==> src/design/hpa_defines.vh <==
// Constants for the hot-plug event aggregator
// Summary of operation
// Four slot interrupt-pending bits, masked per slot
// Five irq-capable slot flags, each own mask
// Command-done pending when flag set, mask clear
// Four slot system-error pending bits, masked
// Only latch change, connected fault raise syserr
// Arbiter pending when timeout flag, mask clear
// Wake from slot pending or command done
// Interrupt is wake gated by global mask
// Syserr from slots or arbiter, global mask
// Timeout after 2^23 ungranted request cycles
// Timeout flag bit 17, write one clears
// Command-done flag bit 16 on busy fall
// Global interrupt mask bit 0
// Global syserr mask bit 1
// Command-done interrupt mask bit 2
// Arbiter syserr mask bit 3
// Slot mask one blocks its flag
// Timeout counter restarts on grant or withdraw
// Outputs follow current flags and masks; o_irq instead comes from sticky evt_sts and holds until cleared
`ifndef HPA_DEFINES_VH
`define HPA_DEFINES_VH
`define HPA_OFS_IRQ_LOC      8'h18
`define HPA_OFS_SERR_LOC     8'h1c
`define HPA_OFS_CTRL         8'h20
`define HPA_OFS_EVT_STS      8'h40
`define HPA_OFS_EVT_MASK     8'h44
`define HPA_CTRL_RESET       32'h0000_000f
`define HPA_BIT_GLB_IRQ_M    0
`define HPA_BIT_GLB_SERR_M   1
`define HPA_BIT_CMD_IRQ_M    2
`define HPA_BIT_ARB_SERRM    3
`define HPA_BIT_CC_FLAG      16
`define HPA_BIT_ARB_FLAG     17
`define HPA_ARB_TIMEOUT_CYC  8388608
`endif

==> src/design/hpa_arb_timer.v <==
// Arbiter wait timer for hot-plug bus requests
`timescale 1ns/1ps
module hpa_arb_timer #(
    parameter CYCLES = 8388608,
    parameter W      = 24
) (
    // Clock and reset
    input  wire i_ref_clk,
    input  wire i_rst,
    // Request and grant
    input  wire i_req,
    input  wire i_gnt,
    // One-cycle timeout pulse
    output reg  o_timeout
);
    reg [W-1:0] count;  // Ungranted wait length
    // Last count value before the timeout pulse
    localparam [W-1:0] LAST = CYCLES - 1;
    // Count continuous ungranted request cycles
    always @(posedge i_ref_clk) begin
        if (i_rst) begin
            count     <= {W{1'b0}};
            o_timeout <= 1'b0;
        end else if (!i_req || i_gnt) begin
            count     <= {W{1'b0}};
            o_timeout <= 1'b0;
        end else if (count == LAST) begin
            count     <= {W{1'b0}};
            o_timeout <= 1'b1;
        end else begin
            count     <= count + 1'b1;
            o_timeout <= 1'b0;
        end
    end
endmodule

==> src/design/hpa_slot_combine.v <==
// Per-slot pending decode for one slot
`timescale 1ns/1ps
module hpa_slot_combine (
    // Slot status flags
    input  wire [4:0] i_flags,
    // Interrupt masks, same order
    input  wire [4:0] i_irq_mask,
    // Syserr masks: latch, connected fault
    input  wire [1:0] i_serr_mask,
    // Pending outputs
    output wire       o_irq_pend,
    output wire       o_serr_pend
);
    // Order: presence, isolated fault, button, latch, connected fault
    assign o_irq_pend  = |(i_flags & ~i_irq_mask);
    assign o_serr_pend = |(i_flags[4:3] & ~i_serr_mask);
endmodule

==> src/design/hpa_top.v <==
// Hot-plug event aggregator top with register slave
//
// Design decision made here: strobed register access.
`timescale 1ns/1ps
`include "hpa_defines.vh"
module hpa_top #(
    parameter NSLOT       = 4,
    parameter ARB_CYCLES  = `HPA_ARB_TIMEOUT_CYC
) (
    // Clock and reset
    input  wire              i_ref_clk,
    input  wire              i_rst,
    // Register port
    input  wire [7:0]        i_addr,
    input  wire [31:0]       i_wdata,
    input  wire              i_wr,
    input  wire              i_rd,
    output reg  [31:0]       o_rdata,
    // Per-slot flags and interrupt masks five bits per slot, syserr masks two bits per slot
    input  wire [NSLOT*5-1:0] i_slot_flags,
    input  wire [NSLOT*5-1:0] i_slot_irq_mask,
    input  wire [NSLOT*2-1:0] i_slot_serr_mask,
    // Controller busy and arbiter handshake
    input  wire              i_controller_busy_flag,
    input  wire              i_arb_req,
    input  wire              i_arb_gnt,
    // Event outputs
    output wire              o_hotplug_wake,
    output wire              o_hotplug_irq,
    output wire              o_hotplug_syserr,
    output wire              o_bridge_irq_a_pin_n,
    output wire              o_power_event_flag,
    output wire              o_received_syserr_flag,
    // Block interrupt
    output wire              o_irq
);
    // Control register mask bits
    reg              global_irq_mask;
    reg              global_syserr_mask;
    reg              cmd_done_irq_mask;
    reg              arb_syserr_mask;
    // Sticky flags
    reg              arb_timeout_flag;
    reg              cmd_done_flag;
    reg              busy_d;       // Busy of last cycle
    // Block event status and mask
    reg  [1:0]       evt_sts;
    reg  [1:0]       evt_mask;
    wire             arb_to;       // Timeout pulse
    wire [NSLOT-1:0] slot_irq_pending;
    wire [NSLOT-1:0] slot_syserr_pending;
    wire             cmd_done_irq_pending;
    wire             arb_syserr_pending;
    wire             wr_ctrl;
    wire             wr_evt;
    wire             cc_rise;

    // One decoder per slot
    genvar g;
    generate
        for (g = 0; g < NSLOT; g = g + 1) begin : g_slot
            hpa_slot_combine u_slot (
                .i_flags     (i_slot_flags[g*5 +: 5]),
                .i_irq_mask  (i_slot_irq_mask[g*5 +: 5]),
                .i_serr_mask (i_slot_serr_mask[g*2 +: 2]),
                .o_irq_pend  (slot_irq_pending[g]),
                .o_serr_pend (slot_syserr_pending[g])
            );
        end
    endgenerate

    // Arbiter wait timer
    hpa_arb_timer #(
        .CYCLES (ARB_CYCLES),
        .W      (24)
    ) u_timer (
        .i_ref_clk (i_ref_clk),
        .i_rst     (i_rst),
        .i_req     (i_arb_req),
        .i_gnt     (i_arb_gnt),
        .o_timeout (arb_to)
    );

    // Pending terms, purely combinational
    assign cmd_done_irq_pending = cmd_done_flag & ~cmd_done_irq_mask;
    assign arb_syserr_pending   = arb_timeout_flag & ~arb_syserr_mask;
    assign o_hotplug_wake   = (|slot_irq_pending) | cmd_done_irq_pending;
    assign o_hotplug_irq    = ~global_irq_mask & o_hotplug_wake;
    assign o_hotplug_syserr = ~global_syserr_mask &
                              ((|slot_syserr_pending) | arb_syserr_pending);
    assign o_bridge_irq_a_pin_n   = ~o_hotplug_irq;
    assign o_power_event_flag     = o_hotplug_wake;
    assign o_received_syserr_flag = o_hotplug_syserr;

    // Write decodes
    assign wr_ctrl = i_wr && (i_addr == `HPA_OFS_CTRL);
    assign wr_evt  = i_wr && (i_addr == `HPA_OFS_EVT_STS);
    assign cc_rise = busy_d & ~i_controller_busy_flag;

    // Control register and sticky flags; set wins over clear
    always @(posedge i_ref_clk) begin
        if (i_rst) begin
            global_irq_mask    <= 1'b1;
            global_syserr_mask <= 1'b1;
            cmd_done_irq_mask  <= 1'b1;
            arb_syserr_mask    <= 1'b1;
            arb_timeout_flag   <= 1'b0;
            cmd_done_flag      <= 1'b0;
            busy_d             <= 1'b0;
        end else begin
            busy_d <= i_controller_busy_flag;
            if (wr_ctrl) begin
                global_irq_mask    <= i_wdata[`HPA_BIT_GLB_IRQ_M];
                global_syserr_mask <= i_wdata[`HPA_BIT_GLB_SERR_M];
                cmd_done_irq_mask  <= i_wdata[`HPA_BIT_CMD_IRQ_M];
                arb_syserr_mask    <= i_wdata[`HPA_BIT_ARB_SERRM];
            end
            // Timeout flag
            if (arb_to)
                arb_timeout_flag <= 1'b1;
            else if (wr_ctrl && i_wdata[`HPA_BIT_ARB_FLAG])
                arb_timeout_flag <= 1'b0;
            // Command-done flag
            if (cc_rise)
                cmd_done_flag <= 1'b1;
            else if (wr_ctrl && i_wdata[`HPA_BIT_CC_FLAG])
                cmd_done_flag <= 1'b0;
        end
    end

    // Block event status: bit0 interrupt, bit1 syserr
    always @(posedge i_ref_clk) begin
        if (i_rst) begin
            evt_sts  <= 2'b00;
            evt_mask <= 2'b11;
        end else begin
            evt_sts <= (evt_sts & ~({2{wr_evt}} & i_wdata[1:0]))
                       | {o_hotplug_syserr, o_hotplug_irq};
            if (i_wr && (i_addr == `HPA_OFS_EVT_MASK))
                evt_mask <= i_wdata[1:0];
        end
    end
    assign o_irq = |(evt_sts & ~evt_mask);

    // Read data one cycle after strobe
    always @(posedge i_ref_clk) begin
        if (i_rst) begin
            o_rdata <= 32'h0000_0000;
        end else if (i_rd) begin
            case (i_addr)
                `HPA_OFS_IRQ_LOC:  o_rdata <= {27'd0, slot_irq_pending, cmd_done_irq_pending};
                `HPA_OFS_SERR_LOC: o_rdata <= {27'd0, slot_syserr_pending, arb_syserr_pending};
                `HPA_OFS_CTRL:     o_rdata <= {14'd0, arb_timeout_flag, cmd_done_flag, 12'd0,
                                               arb_syserr_mask, cmd_done_irq_mask,
                                               global_syserr_mask, global_irq_mask};
                `HPA_OFS_EVT_STS:  o_rdata <= {30'd0, evt_sts};
                `HPA_OFS_EVT_MASK: o_rdata <= {30'd0, evt_mask};
                default:           o_rdata <= 32'h0000_0000;
            endcase
        end else begin
            o_rdata <= 32'h0000_0000;
        end
    end
endmodule

==> config.mk <==
export PLATFORM = sky130hd
export DESIGN_NAME = hpa_top
export DESIGN_NICKNAME = d
export VERILOG_FILES = /design/src/design/hpa_arb_timer.v /design/src/design/hpa_slot_combine.v /design/src/design/hpa_top.v
export VERILOG_INCLUDE_DIRS = /design/src /design/src/design
export SDC_FILE = /design/constraint.sdc
export NUM_CORES = 1
export LEC_CHECK = 0
export ABC_CLOCK_PERIOD_IN_PS = 2440
export CAP_MARGIN = 20
export CORE_MARGIN = 2
export CORE_UTILIZATION = 62
export DETAILED_ROUTE_END_ITERATION = 8
export DONT_BUFFER_PORTS = 1
export HOLD_SLACK_MARGIN = 0.08
export MAX_ROUTING_LAYER = met4
export PLACE_DENSITY_LB_ADDON = 0.05
export SLEW_MARGIN = 30
export SYNTH_ARGS = -nofsm -noshare
export SYNTH_HDL_FRONTEND = slang
export SYNTH_SLANG_ARGS = --single-unit
==> constraint.sdc <==
create_clock -name i_ref_clk -period 2.44 [get_ports i_ref_clk]
set_clock_uncertainty 0.15 [all_clocks]
set_input_delay 0.488 -clock i_ref_clk [delete_from_list [all_inputs] [get_ports i_ref_clk]]
set_output_delay 0.488 -clock i_ref_clk [all_outputs]
set_load 0.02 [all_outputs]
; Yosys cells after proc, flatten, opt, wreduce, memory -nomap -nowiden
; Cells that the tools add are included.
[word_totals]
inputBits = 95
word_cells = 84
out_inout_bits = 39
reg_bits = 68
[op_classes]
n_addsub = 1
eq_ne = 6
bitwise = 36
mux = 6
n_reduce_logical = 23
[op_table]
columns = op, count
row1 = $pmux 18 s5, 1
row2 = $add 24x1->24 const B, 1
row3 = $eq 24x23->1 const B, 1
row4 = $and 5x5->5, 4
row5 = $not 5->5, 4
row6 = $reduce_or 20->1, 1
row7 = $reduce_or 5->1, 4
row8 = $eq 8x5->1 const B, 2
row9 = $eq 8x7->1 const B, 2
row10 = $and 2x2->2, 7
row11 = $reduce_or 2->1, 7
row12 = $not 2->2, 6
row13 = $eq 8x6->1 const B, 1
row14 = $reduce_or 8->1, 1
row15 = $not 1->1, 7
row16 = $and 1x1->1, 5
row17 = $logic_and 1x1->1, 5
row18 = $mux 1, 5
row19 = $reduce_bool 2->1, 2
row20 = $reduce_or 3->1, 1
row21 = $or 1x1->1, 2
row22 = $or 2x2->2, 1
row23 = $logic_not 1->1, 1
row24 = $logic_or 1x1->1, 1

; Logic depth before layout (Yosys ltp)
[logic_depth]
word_depth = 6
depth_mapped = 7
depth_no_buf = 5

; By module
; Synthesis repeated with hierarchy kept, for this count alone.
[hier_totals]
hier_cells = 289
hier_area_um2 = 2492.4
[modules_own_cells]
columns = mod, instances, area_each_um2, seq_area_each_um2, cells_each
row1 = hpa_arb_timer, 1, 1164.9, 500.5, 129
row2 = hpa_top, 1, 1107.3, 360.3, 128
row3 = hpa_slot_combine, 4, 55.1, 0.0, 8

; Worst setup path after synthesis
; OpenSTA, ideal clock, no wires.
[synth_timing]
path_type = input -> output
from = in i_slot_irq_mask[0]
to = out o_hotplug_irq
required_ns = 1.802
t_arrival_ns = 2.287
n_path_buf = 0
setup_slack_ns = -0.485
path_stages = 5
cell_sequence = inv_1 -> a222oi_1 -> o221ai_1 -> o41ai_1 -> inv_1
[synth_between]
elab_chain_len = 5
[synth_rtl]
columns = element, line
row1 = start: declaration, hpa_top.v:21  ; input wire [NSLOT*5-1:0] i_slot_irq_mask,
row2 = $not 5->5, hpa_slot_combine.v:15  ; assign o_irq_pend = |(i_flags & ~i_irq_mask);
row3 = $and 5x5->5, hpa_slot_combine.v:15
row4 = $reduce_or 20->1, hpa_top.v:87  ; assign o_hotplug_wake = (|slot_irq_pending) | cmd_done_irq_pending;
row5 = $or 1x1->1, hpa_top.v:87
row6 = $and 1x1->1, hpa_top.v:88  ; assign o_hotplug_irq = ~global_irq_mask & o_hotplug_wake;
row7 = end: declaration, hpa_top.v:29  ; output wire o_hotplug_irq,
; No other way between the ends.

; Final worst setup path
[layout_timing]
from = in i_slot_irq_mask[8]
to = out o_power_event_flag
[layout_between]
elab_chain_len = 4
[layout_rtl]
columns = element, line
row1 = $not 5->5, hpa_slot_combine.v:15
row2 = $and 5x5->5, hpa_slot_combine.v:15
row3 = $reduce_or 20->1, hpa_top.v:87
row4 = $or 1x1->1, hpa_top.v:87
row5 = end: declaration, hpa_top.v:32  ; output wire o_power_event_flag,
; No other way between the ends.

==> impl_metrics.tcl <==
set metrics [dict create \
    status "finished, final reports clean" \
    period_share_pct 97.37 \
    root_buffer "clkbuf_8" \
    yosys-top-cells-area "dfxtp_1, buf_4, xnor2_1, inv_1, nor2_1" \
    gr-total-overflow 0 \
    avgViaCountPerCell 5.392 \
    core_mm2 0.003633 \
    final_cell_mix "dfxtp_1, nor2_1, inv_1" \
    die_y_um 65.33 \
    path_buf_inv 1 \
    crit_fanout 2 \
    post-place-cells 338 \
    reg2reg_slack_ns 0.64 \
    clock_sinks 43 \
    crit_family "simple AND/OR/NAND/NOR gates" \
    std_cell_rows 22 \
    p_per_area_mw_per_mm2 516.1 \
    reg2reg_depth 6 \
    wl_per_cell_um 12.35 \
    final_antenna_net_count 0 \
    antenna_found_initial 0 \
    r2r-start "u_timer.count[8]" \
    cp_cell_sequence "inv_2, a222oi_1, nand3_1, or4_4" \
    crit_end "o_power_event_flag" \
    cts-buffers-inserted 5 \
    crit_type "primary input to output pin" \
    grt_max_degree 19 \
    drt_iter0_drc 68 \
    cp-end-kind "output pin" \
    async_reset_ff_share_pct 0 \
    rr_endpoint "u_timer.count[21]" \
    grt_first_pass_wirelength_um 6831 \
    dieArea_mm2 0.004268 \
    critPathRequiredTime_ns 1.80 \
    place_area_mm2 0.002316 \
    gp_congestion 0.8394 \
    first_global_vias 1711 \
    ir_drop_uv 468.3 \
    hold_viol_final 0 \
    fin_area_mm2 0.002425 \
    synth.distinct_cells 44 \
    vias 1871 \
    slew_viol_final 0 \
    worstPathArrival_ns 1.74 \
    synth_top_area_cell "dfxtp_1" \
    cts_tree "done" \
    wirelength_um 4287 \
    start_util_pct 64.19 \
    cp.depth 4 \
    cp_slowest_cell "or4_4" \
    synth_edf_count 0 \
    slowest_delay_ns 0.65 \
    mostFrequentLayoutCell "dfxtp_1" \
    yosysTopAreaCellShare_pct 36.91 \
    setup_viol 0 \
    max_slew_margin_pct 66.08 \
    fill_cells 322 \
    instances_no_fill 347 \
    nNetsFinal 395 \
    fin_crit_ns 2.376 \
    ios 134 \
    synth_flop_cell "dfxtp_1" \
    hold_path_class "primary input to register" \
    layout-drive-gt1-share_pct 7.692 \
    max_freq_mhz 420.9 \
    ys_seq_area_share_pct 36.91 \
    worstMarginPinSlew_ns 0.5067 \
    syn_area_per_cell_um2 7.987 \
    first_pass_iters 4 \
    area_delta_synth_final_pct 3.970 \
    num_antenna_cells 0 \
    netlist_instances 292 \
    synth-seq-cells 43 \
    drc_errors 0 \
    clk_pin_slew_ns 0.08 \
    holdBufCountCts 0 \
    clk_latency_ns 0.29 \
    cp-start-kind "primary input" \
    grt_usage_pct 20.93 \
    cp-startpoint "i_slot_irq_mask[8]" \
    clockBufferDepth 2 \
    syn_area_mm2 0.002332 \
    port-buffer-count 0 \
    h-tree-depth 2 \
    ys_warn_count 0 \
    p_leak_uw 0.0009721 \
    die_w_um 65.33 \
    cap_violations 0 \
    dp_hpwl_um 3357 \
]
## routing by layer
metal | up-vias | share of wire (%) | global-route usage (%)
met5 | - | 0 | -
met4 | 0 | 1.9 | 8.073
met3 | 9 | 6.6 | 5.651
met2 | 67 | 49 | 37.76
met1 | 853 | 42 | 21.65
li1 | 942 | - | -
## per-stage QoR
step / hold WS (ns) / utilization [%] / TNS [ns] / power (uW) / setup WS (ns)
floorplan: 0.2618 / - / -0.004561 / 847.2 / -0.004561
global placement: 0.2701 / 63.74 / 0 / 818.8 / 0.04295
detailed placement: 0.2754 / 63.74 / 0 / 819.5 / 0.02657
CTS: 0.1009 / 66.15 / 0 / 1260 / 0.01128
global route: 0.09600 / 66.74 / -0.006343 / 1306 / -0.003174
finish: 0.1078 / 66.74 / 0 / 1251 / 0.06429
## kinds of logic (layout without fill, tap and decap cells)
kind of cell | count (synthesis) | in the layout | synth area share, %
AO/OA/AOI/OAI | 46 | 46 | 14.06
XOR/XNOR | 20 | 20 | 7.510
adder cells (fa/ha/maj) | 1 | 1 | 0.5364
buffers and inverters | 67 | 50 | 15.93
flip-flops | 43 | 43 | 36.91
multiplexers | 1 | 1 | 0.4292
other | 1 | 25 | 0.1608
AND/OR/NAND/NOR | 113 | 113 | 24.46
## synthesized netlist by cell type, types with 5 or more instances
| cell type | number |
|---|---|
| dfxtp_1 | 43 |
| inv_1 | 35 |
| nor2_1 | 35 |
| buf_4 | 28 |
| nand2_1 | 24 |
| xnor2_1 | 16 |
| nand3_1 | 12 |
| a21oi_1 | 10 |
| nor3_1 | 10 |
| and3_1 | 8 |
| nor2b_1 | 6 |
| o211ai_1 | 5 |
| o21ai_0 | 5 |
## sequential cells by signal, indices dropped and copies added, names as in the netlist
signal / count
u_timer.o_timeout: 1
busy_d: 1
arb_timeout_flag: 1
arb_syserr_mask: 1
global_syserr_mask: 1
cmd_done_flag: 1
evt_mask: 2
o_rdata: 7
u_timer.count: 24
evt_sts: 2
global_irq_mask: 1
cmd_done_irq_mask: 1
## layout make-up
| type | instances | area, um^2 | share of cell area (%) |
|---|---|---|---|
| sequential | 43 | 860.8 | 35.50 |
| multi-input combinational | 206 | 1225 | 50.52 |
| inverter | 35 | 131.4 | 5.418 |
| clock inverter | 1 | 5.005 | 0.2064 |
| timing repair buffer | 8 | 60.06 | 2.477 |
| clock buffer | 6 | 82.58 | 3.406 |
| tap | 48 | 60.06 | 2.477 |
## repair_timing
action                     in CTS  in global routing
resized for setup               0                  1
buffers inserted                0                  2
setup endpoints to repair       0                  4
## how the worst min path moves through the flow
stage	slack, ns	depth (start not counted)	endpoint	start
2_1_floorplan	0.26	1	u_timer.count[0]	u_timer.count[0]
5_1_grt	0.1	1	evt_sts[0]	i_rst
4_1_cts	0.10	1	arb_timeout_flag	i_rst
3_3_place_gp	0.27	2	arb_timeout_flag	u_timer.o_timeout
6_report	0.11	1	busy_d	i_rst
3_5_place_dp	0.28	2	arb_timeout_flag	u_timer.o_timeout
## power breakdown
| group | switching [uW] | total [uW] | internal (uW) |
|---|---|---|---|
| combinational | 71.8 | 103 | 31.7 |
| clock | 220 | 442 | 222 |
| sequential | 1.60 | 706 | 704 |
No activity file was read; power rests on OpenSTA's default activity.
